File: src/nsx_pkg.sv
// nsx_pkg: opcode encodings, field positions, reset values and file-map addresses.
// assumes a 14-bit instruction word and an 8-bit data path.
package nsx_pkg;
  // ==========================================
  // opcode patterns
  localparam int NSX_IW = 14;
  localparam logic [5:0] NSX_SWAP_HI = 6'h0E;
  localparam logic [5:0] NSX_XORF_HI = 6'h06;
  localparam logic [5:0] NSX_XORL_HI = 6'h3A;
  localparam logic [10:0] NSX_DIRL_HI = 11'h00C;
  // ==========================================
  // field positions
  localparam int NSX_D_BIT = 7;
  localparam int NSX_F_MSB = 6;
  localparam int NSX_K_MSB = 7;
  localparam int NSX_SEL_MSB = 2;
  // ==========================================
  // direction register selection and file addresses
  localparam logic [2:0] NSX_DIR_FIRST = 3'h5;
  localparam logic [2:0] NSX_DIR_LAST = 3'h7;
  localparam logic [6:0] NSX_DIR_ADDR0 = 7'h05;
  localparam int NSX_NDIR = 3;
  // ==========================================
  // reset values
  localparam logic [7:0] NSX_W_RST = 8'h00;
  localparam logic [7:0] NSX_DIR_RST = 8'hFF;
  localparam logic [7:0] NSX_FILE_RST = 8'h00;
  typedef enum logic [1:0] {
    NSX_OP_NONE = 2'b00,
    NSX_OP_SWAP = 2'b01,
    NSX_OP_XORF = 2'b10,
    NSX_OP_XORL = 2'b11
  } nsx_op_t;
endpackage

File: src/nsx_dec_if.sv
// nsx_dec_if: decoded instruction fields passed from decoder to executor.
// assumes a single clock domain.
`timescale 1ns/1ps
`default_nettype none
interface nsx_dec_if;
  import nsx_pkg::*;
  logic valid;
  nsx_op_t op;
  logic dirl;
  logic dest_f;
  logic [6:0] faddr;
  logic [7:0] lit;
  logic [2:0] sel;
  modport dec (output valid, op, dirl, dest_f, faddr, lit, sel);
  modport exe (input valid, op, dirl, dest_f, faddr, lit, sel);
endinterface
`default_nettype wire

File: src/nsx_decode.sv
// nsx_decode: combinational split of one instruction word into fields.
// assumes instr is stable while instr_valid is high.
`timescale 1ns/1ps
`default_nettype none
module nsx_decode
  import nsx_pkg::*;
(
  input wire logic [NSX_IW-1:0] instr,
  input wire logic instr_valid,
  nsx_dec_if.dec d
);
  // ==========================================
  // opcode match
  always_comb begin
    d.op = NSX_OP_NONE;
    if (instr[13:8] == NSX_SWAP_HI) begin
      d.op = NSX_OP_SWAP;
    end else if (instr[13:8] == NSX_XORF_HI) begin
      d.op = NSX_OP_XORF;
    end else if (instr[13:8] == NSX_XORL_HI) begin
      d.op = NSX_OP_XORL;
    end
  end
  // selector outside five to seven is not a direction load
  assign d.dirl = (instr[13:3] == NSX_DIRL_HI) && (instr[2:0] >= NSX_DIR_FIRST);
  assign d.valid = instr_valid;
  assign d.dest_f = instr[NSX_D_BIT];
  assign d.faddr = instr[NSX_F_MSB:0];
  assign d.lit = instr[NSX_K_MSB:0];
  assign d.sel = instr[NSX_SEL_MSB:0];
endmodule
`default_nettype wire

File: src/nsx_exec.sv
// nsx_exec: executes nibble swap, both exclusive-ors and direction load.
// assumes one instruction per clock and a 128-entry file held here.
// Notes on behaviour
// - nibble swap exchanges the two halves of the file register and leaves flags alone.
// - nibble swap result goes to the working register when d is 0, else to the file.
// - direction load copies the working register into direction register 5, 6 or 7.
// - each direction register is also reachable as an ordinary file register.
// - literal exclusive-or combines the working register with k into the working register.
// - register exclusive-or combines the working register with file register 0 to 127.
// - register exclusive-or result goes to the working register when d is 0, else the file.
`timescale 1ns/1ps
`default_nettype none
module nsx_exec
  import nsx_pkg::*;
#(
  parameter int DEPTH = 128
)
(
  input wire logic clk,
  input wire logic rst_n,
  input wire logic [NSX_IW-1:0] instr,
  input wire logic instr_valid,
  output logic [7:0] w_ff,
  output logic zero_ff,
  output logic [7:0] dir_out_ff [NSX_NDIR],
  output logic done_ff
);
  nsx_dec_if d ();
  nsx_decode u_dec (
    .instr(instr),
    .instr_valid(instr_valid),
    .d(d)
  );
  logic [7:0] file_ff [DEPTH];
  logic [7:0] fval;
  logic [7:0] nxt_res;
  logic wr_w;
  logic wr_f;
  logic sets_z;
  // ==========================================
  // direction address decode
  function automatic logic is_dir(input logic [6:0] a);
    return (a >= NSX_DIR_ADDR0) && (a < NSX_DIR_ADDR0 + 7'(NSX_NDIR));
  endfunction
  // ==========================================
  // operand and result
  always_comb begin
    fval = file_ff[d.faddr];
    nxt_res = 8'h00;
    wr_w = 1'b0;
    wr_f = 1'b0;
    sets_z = 1'b0;
    if (d.valid) begin
      unique case (d.op)
        NSX_OP_SWAP: begin
          nxt_res = {fval[3:0], fval[7:4]};
          wr_w = !d.dest_f;
          wr_f = d.dest_f;
        end
        NSX_OP_XORF: begin
          nxt_res = w_ff ^ fval;
          wr_w = !d.dest_f;
          wr_f = d.dest_f;
          sets_z = 1'b1;
        end
        NSX_OP_XORL: begin
          nxt_res = w_ff ^ d.lit;
          wr_w = 1'b1;
          sets_z = 1'b1;
        end
        NSX_OP_NONE: begin
          nxt_res = 8'h00;
        end
      endcase
    end
  end
  // ==========================================
  // working register
  always_ff @(posedge clk or negedge rst_n) begin
    if (!rst_n) begin
      w_ff <= NSX_W_RST;
    end else if (wr_w) begin
      w_ff <= nxt_res;
    end
  end
  // ==========================================
  // zero flag, only the exclusive-ors touch it
  always_ff @(posedge clk or negedge rst_n) begin
    if (!rst_n) begin
      zero_ff <= 1'b0;
    end else if (sets_z) begin
      zero_ff <= (nxt_res == 8'h00);
    end
  end
  // ==========================================
  // file registers, direction registers included
  genvar gi;
  generate
    for (gi = 0; gi < DEPTH; gi++) begin : g_file
      localparam logic [6:0] ADDR = 7'(gi);
      always_ff @(posedge clk or negedge rst_n) begin
        if (!rst_n) begin
          file_ff[gi] <= is_dir(ADDR) ? NSX_DIR_RST : NSX_FILE_RST;
        end else if (d.valid && d.dirl && is_dir(ADDR) && (7'(d.sel) == ADDR)) begin
          file_ff[gi] <= w_ff;
        end else if (wr_f && (d.faddr == ADDR)) begin
          file_ff[gi] <= nxt_res;
        end
      end
    end
    for (gi = 0; gi < NSX_NDIR; gi++) begin : g_dir
      always_ff @(posedge clk or negedge rst_n) begin
        if (!rst_n) begin
          dir_out_ff[gi] <= NSX_DIR_RST;
        end else begin
          dir_out_ff[gi] <= file_ff[NSX_DIR_ADDR0 + gi];
        end
      end
    end
  endgenerate
  // ==========================================
  // completion pulse one cycle after each valid instruction
  always_ff @(posedge clk or negedge rst_n) begin
    if (!rst_n) begin
      done_ff <= 1'b0;
    end else begin
      done_ff <= d.valid;
    end
  end
  // ==========================================
  // assertions
  logic [7:0] swp_exp;
  logic [7:0] xf_exp;
  assign swp_exp = {fval[3:0], fval[7:4]};
  assign xf_exp = w_ff ^ fval;
  property p_swap_w;
    @(posedge clk) disable iff (!rst_n)
      (d.valid && d.op == NSX_OP_SWAP && !d.dest_f) |=> (w_ff == $past(swp_exp));
  endproperty
  a_swap_w: assert property (p_swap_w) else $error("swap to w wrong");
  property p_swap_noz;
    @(posedge clk) disable iff (!rst_n)
      (d.valid && d.op == NSX_OP_SWAP) |=> $stable(zero_ff);
  endproperty
  a_swap_noz: assert property (p_swap_noz) else $error("swap changed zero");
  property p_swap_f;
    @(posedge clk) disable iff (!rst_n)
      (d.valid && d.op == NSX_OP_SWAP && d.dest_f) |=> $stable(w_ff);
  endproperty
  a_swap_f: assert property (p_swap_f) else $error("swap to f touched w");
  property p_dirl;
    @(posedge clk) disable iff (!rst_n)
      (d.valid && d.dirl && d.sel == NSX_DIR_LAST) |=> ##1 (dir_out_ff[2] == $past(w_ff, 2));
  endproperty
  a_dirl: assert property (p_dirl) else $error("direction load lost");
  property p_dirf;
    @(posedge clk) disable iff (!rst_n)
      (wr_f && d.faddr == NSX_DIR_ADDR0 && !d.dirl) |=> ##1 (dir_out_ff[0] == $past(nxt_res, 2));
  endproperty
  a_dirf: assert property (p_dirf) else $error("direction file write lost");
  property p_xorl;
    @(posedge clk) disable iff (!rst_n)
      (d.valid && d.op == NSX_OP_XORL) |=> (w_ff == ($past(w_ff) ^ $past(d.lit)));
  endproperty
  a_xorl: assert property (p_xorl) else $error("literal xor wrong");
  property p_xorf;
    @(posedge clk) disable iff (!rst_n)
      (d.valid && d.op == NSX_OP_XORF && !d.dest_f) |=> (w_ff == $past(xf_exp));
  endproperty
  a_xorf: assert property (p_xorf) else $error("register xor to w wrong");
  property p_xorf_f;
    @(posedge clk) disable iff (!rst_n)
      (d.valid && d.op == NSX_OP_XORF && d.dest_f) |=> $stable(w_ff);
  endproperty
  a_xorf_f: assert property (p_xorf_f) else $error("register xor to f touched w");
  property p_zero;
    @(posedge clk) disable iff (!rst_n)
      (d.valid && d.op inside {NSX_OP_XORL, NSX_OP_XORF}) |=>
        (zero_ff == ($past(nxt_res) == 8'h00));
  endproperty
  a_zero: assert property (p_zero) else $error("zero flag wrong");
  property p_done;
    @(posedge clk) disable iff (!rst_n)
      d.valid |=> done_ff;
  endproperty
  a_done: assert property (p_done) else $error("instruction took more than one cycle");
  property p_done_idle;
    @(posedge clk) disable iff (!rst_n)
      !d.valid |=> !done_ff;
  endproperty
  a_done_idle: assert property (p_done_idle) else $error("completion without instruction");
  // file write-back of both read-modify opcodes
  property p_swap_fw;
    @(posedge clk) disable iff (!rst_n)
      (d.valid && d.op == NSX_OP_SWAP && d.dest_f) |=>
        (file_ff[$past(d.faddr)] == $past(swp_exp));
  endproperty
  a_swap_fw: assert property (p_swap_fw) else $error("swap to f wrong");
  property p_xorf_fw;
    @(posedge clk) disable iff (!rst_n)
      (d.valid && d.op == NSX_OP_XORF && d.dest_f) |=>
        (file_ff[$past(d.faddr)] == $past(xf_exp));
  endproperty
  a_xorf_fw: assert property (p_xorf_fw) else $error("register xor to f wrong");
  // direction load lands in the selected register and leaves w and flags alone
  property p_dirl_file;
    @(posedge clk) disable iff (!rst_n)
      (d.valid && d.dirl) |=>
        (file_ff[NSX_DIR_ADDR0 + 7'($past(d.sel) - NSX_DIR_FIRST)] == $past(w_ff));
  endproperty
  a_dirl_file: assert property (p_dirl_file) else $error("direction load wrong target");
  property p_dirl_flags;
    @(posedge clk) disable iff (!rst_n)
      (d.valid && d.dirl) |=> ($stable(w_ff) && $stable(zero_ff));
  endproperty
  a_dirl_flags: assert property (p_dirl_flags) else $error("direction load touched w");
  // selector below five must not write the file register that the selector names
  property p_refuse;
    @(posedge clk) disable iff (!rst_n)
      (d.valid && instr[13:3] == NSX_DIRL_HI && !d.dirl) |=>
        (file_ff[$past(d.sel)] == $past(file_ff[d.sel]));
  endproperty
  a_refuse: assert property (p_refuse) else $error("refused direction load wrote");
  property p_none_keep;
    @(posedge clk) disable iff (!rst_n)
      (d.valid && d.op == NSX_OP_NONE) |=> ($stable(w_ff) && $stable(zero_ff));
  endproperty
  a_none_keep: assert property (p_none_keep) else $error("no-op changed w or zero");
  c_swap: cover property (@(posedge clk) disable iff (!rst_n) d.valid && d.op == NSX_OP_SWAP);
  c_xorz: cover property (@(posedge clk) disable iff (!rst_n) sets_z && nxt_res == 8'h00);
  c_dirl: cover property (@(posedge clk) disable iff (!rst_n) d.valid && d.dirl);
  c_xorf: cover property (@(posedge clk) disable iff (!rst_n)
    d.valid && d.op == NSX_OP_XORF && d.dest_f);
  c_refuse: cover property (@(posedge clk) disable iff (!rst_n)
    d.valid && instr[13:3] == NSX_DIRL_HI && !d.dirl);
endmodule
`default_nettype wire

File: config.mk
export PLATFORM = sky130hd
export DESIGN_NAME = nsx_exec
export DESIGN_NICKNAME = d
export VERILOG_FILES = /design/src/nsx_pkg.sv /design/src/nsx_dec_if.sv /design/src/nsx_decode.sv /design/src/nsx_exec.sv
export SDC_FILE = /design/constraint.sdc
export NUM_CORES = 2
export LEC_CHECK = 0
export ABC_AREA = 1
export BUFFER_PORTS_ARGS = -buffer_cell sky130_fd_sc_hd__buf_4
export CORE_UTILIZATION = 63
export CTS_CLUSTER_SIZE = 28
export DETAILED_ROUTE_END_ITERATION = 6
export HOLD_SLACK_MARGIN = 0.15
export PLACE_DENSITY = 0.88
export SLEW_MARGIN = 20
export SYNTH_ARGS = -nofsm -noshare
export SYNTH_HDL_FRONTEND = slang
export SYNTH_SLANG_ARGS = --single-unit
File: constraint.sdc
create_clock -name clk -period 2.9 [get_ports clk]
set_input_delay 0.435 -clock clk [delete_from_list [all_inputs] [get_ports clk]]
set_output_delay 0.435 -clock clk [all_outputs]
set_load 0.02 [all_outputs]
After elaboration in Yosys (flattened, before gate mapping) --
Index checks and enable logic that the tools add are counted.
Word-level totals: bits in registers 1058, input port bits 17, output and inout port bits 34, logic and storage cells 438
Cells by class: $lt $le $gt $ge 2, equal/unequal tests 137, muxes and demuxes 20, bitwise operators 3, reduce and logical (&&, ||, !) cells 142
Operator list (number):
- 7-bit == test (second input constant) | 64
- 7-bit by 6-bit == test with 1-bit output (second input constant) | 32
- 1-bit logical AND | 133
- 7-bit by 5-bit == test with 1-bit output (second input constant) | 16
- 8-bit two-way mux | 9
- 8-bit binary-select mux with 7-bit select | 1
- 7-bit by 4-bit == test with 1-bit output (second input constant) | 8
- 8-bit case mux with 4 select lines | 1
- 7-bit by 3-bit == test with 1-bit output (second input constant) | 4
- 8-bit bitwise XOR | 2
- 7-bit by 2-bit == test with 1-bit output (second input constant) | 2
- 11-bit by 4-bit == test with 1-bit output (second input constant) | 1
- 3-bit == test (second input constant) | 3
- 8-bit >= comparator (second input constant) | 1
- 8-bit logical NOT | 1
- 7-bit inverter with 8-bit output | 1
- 7-bit by 1-bit == test with 1-bit output (second input constant) | 1
- 7-bit logical NOT | 1
- 6-bit by 3-bit == test with 1-bit output (second input constant) | 1
- 6-bit by 4-bit == test with 1-bit output (second input constant) | 1
- 6-bit == test (second input constant) | 1
- 2-bit two-way mux | 3
- 2-bit nonzero test | 3
- 1-bit two-way mux | 5
- other kinds (7) | 9

Depth between registers and ports, before layout --
depth in word-level cells 11, depth in mapped cells 25, mapped depth without buffers 22

Modules after synthesis --
Synthesis repeated with hierarchy kept, for this count alone.
Unflattened totals: cell total of the unflattened synthesis 6331, area total of the unflattened synthesis 49281.0 µm²
By module, submodules not included:
- nsx_exec | instances 1, cells an instance 6280, area an instance 48999.5 µm², seq. area each 26535.4 µm²
- nsx_decode | instances 1, cells an instance 51, area an instance 281.5 µm², seq. area each 0.0 µm²

Least setup slack after synthesis --
OpenSTA, ideal clock, no wires.
path type input to register, start input port instr[9], end register file_ff[421] in the netlist's numbering, library setup time 119 ps, arrival 3186 ps, data required time 2781 ps, setup slack -405 ps, cell stages on the path 14, buffers on the path 2, cells stage by stage inv_1 -> nor2_1 -> nand3_1 -> nor2_1 -> clkbuf_1 -> a21oi_1 -> ha_1 -> inv_1 -> nor3_2 -> clkinv_1 -> nor4_1 -> clkbuf_1 -> nand2_1 -> o21a_1
On the way: longest elaborated chain between the ends 9, elaborated cells between the ends (all ways) 16, those cells by class eq/ne: 6; mux: 7; reduce/logical: 3
Ends and longest elaborated chain:
- from (decl) | RTL line nsx_exec.sv:21 | input wire logic [NSX_IW-1:0] instr,
- 6-bit == test | RTL line nsx_decode.sv:20 | end else if (instr[13:8] == NSX_XORL_HI) begin
- 2-bit two-way mux | RTL line nsx_decode.sv:20
- 2-bit two-way mux | RTL line nsx_decode.sv:18 | end else if (instr[13:8] == NSX_XORF_HI) begin
- 2-bit two-way mux (*) | RTL line nsx_decode.sv:16 | if (instr[13:8] == NSX_SWAP_HI) begin
- 2-bit == test / 2-bit by 1-bit == test with 1-bit output (equally long branches) | RTL line nsx_exec.sv:54 | unique case (d.op)
- 2-bit OR reduction (no line)
- 1-bit two-way mux | RTL line nsx_exec.sv:54
- 1-bit two-way mux | RTL line nsx_exec.sv:53 | if (d.valid) begin
- 1-bit logical AND | RTL line nsx_exec.sv:106 | end else if (wr_f && (d.faddr == ADDR)) begin
- to (signal, indexed assignment) | RTL line nsx_exec.sv:103 | file_ff[gi] <= is_dir(ADDR) ? NSX_DIR_RST : NSX_FILE_RST;
- to (signal, indexed assignment) | RTL line nsx_exec.sv:105 | file_ff[gi] <= w_ff;
- to (signal, indexed assignment) | RTL line nsx_exec.sv:107 | file_ff[gi] <= nxt_res;
- to (decl) | RTL line nsx_exec.sv:34 | logic [7:0] file_ff [DEPTH];
Mark *: on every way between the ends. The rest lies on a longest branch, timed or not. A chain may end at the register's enable or synchronous reset.

Worst setup path after layout --
start input port instr[0], end register file_ff[776] in the netlist's numbering
On the way: longest elaborated chain between the ends 7, elaborated cells between the ends (all ways) 10, those cells by class eq/ne: 1; mux: 5; bitwise: 3; reduce/logical: 1
Ends and longest elaborated chain:
- 7-bit inverter with 8-bit output (not written as such) | RTL line nsx_exec.sv:48 | fval = file_ff[d.faddr];
- 8-bit binary-select mux with 7-bit select | RTL line nsx_exec.sv:48
- 8-bit two-way mux (not written as such) (2 in a row) | RTL line nsx_exec.sv:48
- 8-bit bitwise XOR
- 8-bit case mux with 4 select lines | RTL line nsx_exec.sv:54
- 8-bit two-way mux | RTL line nsx_exec.sv:53
Parallel ways exist; a longest one is shown, timed or not. The select of a mux whose other input is x is not followed.

==> reports/results.ini <==
[placement]
dp_cells=7460
portBuffers=50
dp_hpwl_mm=109
dpl_worst_slack_ps=-703
gp_congestion=0.988
placed_area_um2=54100

[final_layout]
final_common_cell=nand2_1
synthToLayoutAreaGrowth_pct=19.3
final_layout_size_suffix_gt1_share_pct=13.8
post-route-cell-area_um2=58300
stdcell_count=7680
utilization_pct=76.4
final_cell_mix=2790 x nand2_1, 1010 x dfrtp_1, 586 x o21ai_0
layout.nets=6578

[run]
drv_cap=0

[worst_setup_path]
end_kind=register
r2r-end=file_ff[776]$_DFFE_PN0P_
worst-r2r-setup-slack_ps=70
worstPathMaxFanout=14
arrival_ps=3570
critPathLaunchType=primary input
r2r_start=file_ff[832]$_DFFE_PN0P_
required_ps=3510
crit_type=primary input to register
r2r_cells=18

[floorplanning]
core_um2=76300
die_h_um=280
dieArea_um2=78600
die_x_um=280
floorplan.initialDensity_pct=64.0
pin_count=51
row_count=101

[logic_synthesis]
synthXorXnorAreaFrac_pct=0
synth.mux.area_fraction_pct=0.346
yosysWarnings=0
syn_nets=6305
netlist_area_um2=48800
synth_compound_area_share_pct=13.2
ys.flop_type=dfrtp_1
netlist_instances=6285
synth.distinct_cells=29
synth_seq_cells=1058
ys_seq_area_share_pct=54.3
synthSimpleGateAreaFrac_pct=27.0
synth_fa_ha_area_share_pct=0.0769
synth_edf_count=0
synth_top_family_by_area=simple AND/OR/NAND/NOR gates
avgSynthCellArea_um2=7.77
async_flop_share_pct=100

[sta]
rsz0062_at_grt=true
setup_ws_ps=-57.9
fin_crit_sh_pct=102
skew_ps=36.5
hold_violations=0
timing.slew.headroom_pct=48.1
worstMarginPinSlew_ps=775
period_minus_slack_ps=2960
finalMaxSlewViolations=0
setup_viol=2
fmaxAchievable_mhz=338

[drt]
wl_per_cell_um=22.5
drc_errors=1
dr.first_iter.drc_count=7523
final_antenna_net_count=0
drt_wl_total_mm=173
via_per_inst=6.28
dr.pass1.iters=7
vias=48300

[global_route]
antenna_found_initial=6
use_met1_pct=54.4
grt_use_met3_pct=11.7
grt_max_degree=128
top_usage_layer=met2
grt_pass1_wl_mm=265
grt_use_met2_pct=67.2
gr-total-overflow=0
grt.total_usage_pct=43.9
grt_pass1_vias=47700

[power]
peakVddDrop_mv=0.586
power_density_nw_per_um2=534
p_leak_uw=0.0282
power_uw=31100

[worst_hold_path]
hold_class=primary input to asynchronous set/reset pin

[clock_tree]
path_clk_slew_ps=70
clock_insertion_delay_worst_skew_ps=710
cts_buffer_depth=3
cts.sinks=1058
cts_buffers=106
cts_max_level=3
cts_tree=yes
ctsRootBufferMaster=clkbuf_16

[status]
violations=design-rule violations, negative setup slack
outcome=complete, but fails checks

-- metrics by stage --
step	hold WS, ps	setup TNS, ps
after floorplan	139	0
after global placement	366	-488060
after detailed placement	365	-506100
after CTS	244	0
after global routing	262	-661
final	249	-62.7
-- logic make-up after synthesis --
logic type	count (synthesis)
flip-flops	1058
AND/OR/NAND/NOR	3388
buffers and inverters	599
multiplexers	15
AO/OA/AOI/OAI	1222
adder cells (fa/ha/maj)	3
-- power breakdown --
| group | leakage, µW | internal, µW | switching (µW) |
|---|---|---|---|
| Clock | 0.00182 | 8230 | 6060 |
| Combinational | 0.0123 | 554 | 1390 |
| Sequential | 0.0141 | 14800 | 45.4 |
-- flip-flops by register name, indices dropped and copies added (netlist names) --
signal      flops
zero_ff         1
w_ff            8
dir_out_ff     24
file_ff      1024
done_ff         1
-- critical path, stage by stage --
cell	delay [ps]
buf_8	150
buf_6	140
nor2_4	40
buf_12	140
buf_6	150
inv_2	220
o21ai_0	110
o21ai_0	350
nand2_1	120
o21ai_0	210
buf_4	160
nand3_2	120
nand3_2	130
nand2_1	60
nand2_1	50
nand3_1	60
nand2_1	120
nand2_4	80
buf_12	170
inv_2	90
buf_12	150
nor2_1	50
a21oi_1	190
-- cells in the mapped netlist, drive strengths merged (48+ instances only) --
library cell  instances  area [µm²]
dfstp                48        1260
nand3               201        1010
inv                 165         619
nand4                61         382
buf                 272        1250
nand2              2805       10500
nor2                304        1140
a21oi               151         756
o21ai               924        4620
o21a                 64         480
clkbuf              161         604
dfrtp              1010       25300
-- timing repair --
| item | CTS | global route |
|---|---|---|
| pin swaps | 1 | 6 |
| hold buffers | 2 | 0 |
| setup endpoints to repair | 37 | 737 |
| buffers inserted | 0 | 14 |
| resized for setup | 4 | 121 |
| hold endpoints to repair | 393 | 0 |
| gates cloned | 0 | 4 |
-- worst max-delay path by stage --
stage                                   from                  endpoint  slack, ps  cells after the start
floorplan                           instr[9]  file_ff[388]$_DFFE_PN0P_          1                     15
global placement                    instr[0]       zero_ff$_DFFE_PN0P_       -700                     24
detailed placement                  instr[0]  file_ff[816]$_DFFE_PN0P_       -700                     25
CTS                 file_ff[851]$_DFFE_PN0P_       zero_ff$_DFFE_PN0P_        0.3                     21
global route                        instr[0]  file_ff[100]$_DFFE_PN0P_        -40                     24
finish                              instr[0]  file_ff[776]$_DFFE_PN0P_        -60                     23
-- cell type report --
type / instances / area (µm²)
well taps: 1030 / 1290
diodes: 1 / 2.50
inverters: 166 / 662
multi-input cells: 4628 / 20100
flip-flops and latches: 1058 / 26500
clock inverters: 34 / 399
repair buffers: 598 / 6030
clock buffers: 165 / 3270
fillers: 4892 / 18000
-- layer usage --
layer	wire, µm	vias up	share of wire (%)
met4	14100	8	8.1
met1	58800	22700	34
met3	22700	1080	13
met5	46	-	0.027
li1	-	20700	-
met2	77400	3797	45
Note: power is estimated with default switching activity, not from simulation.
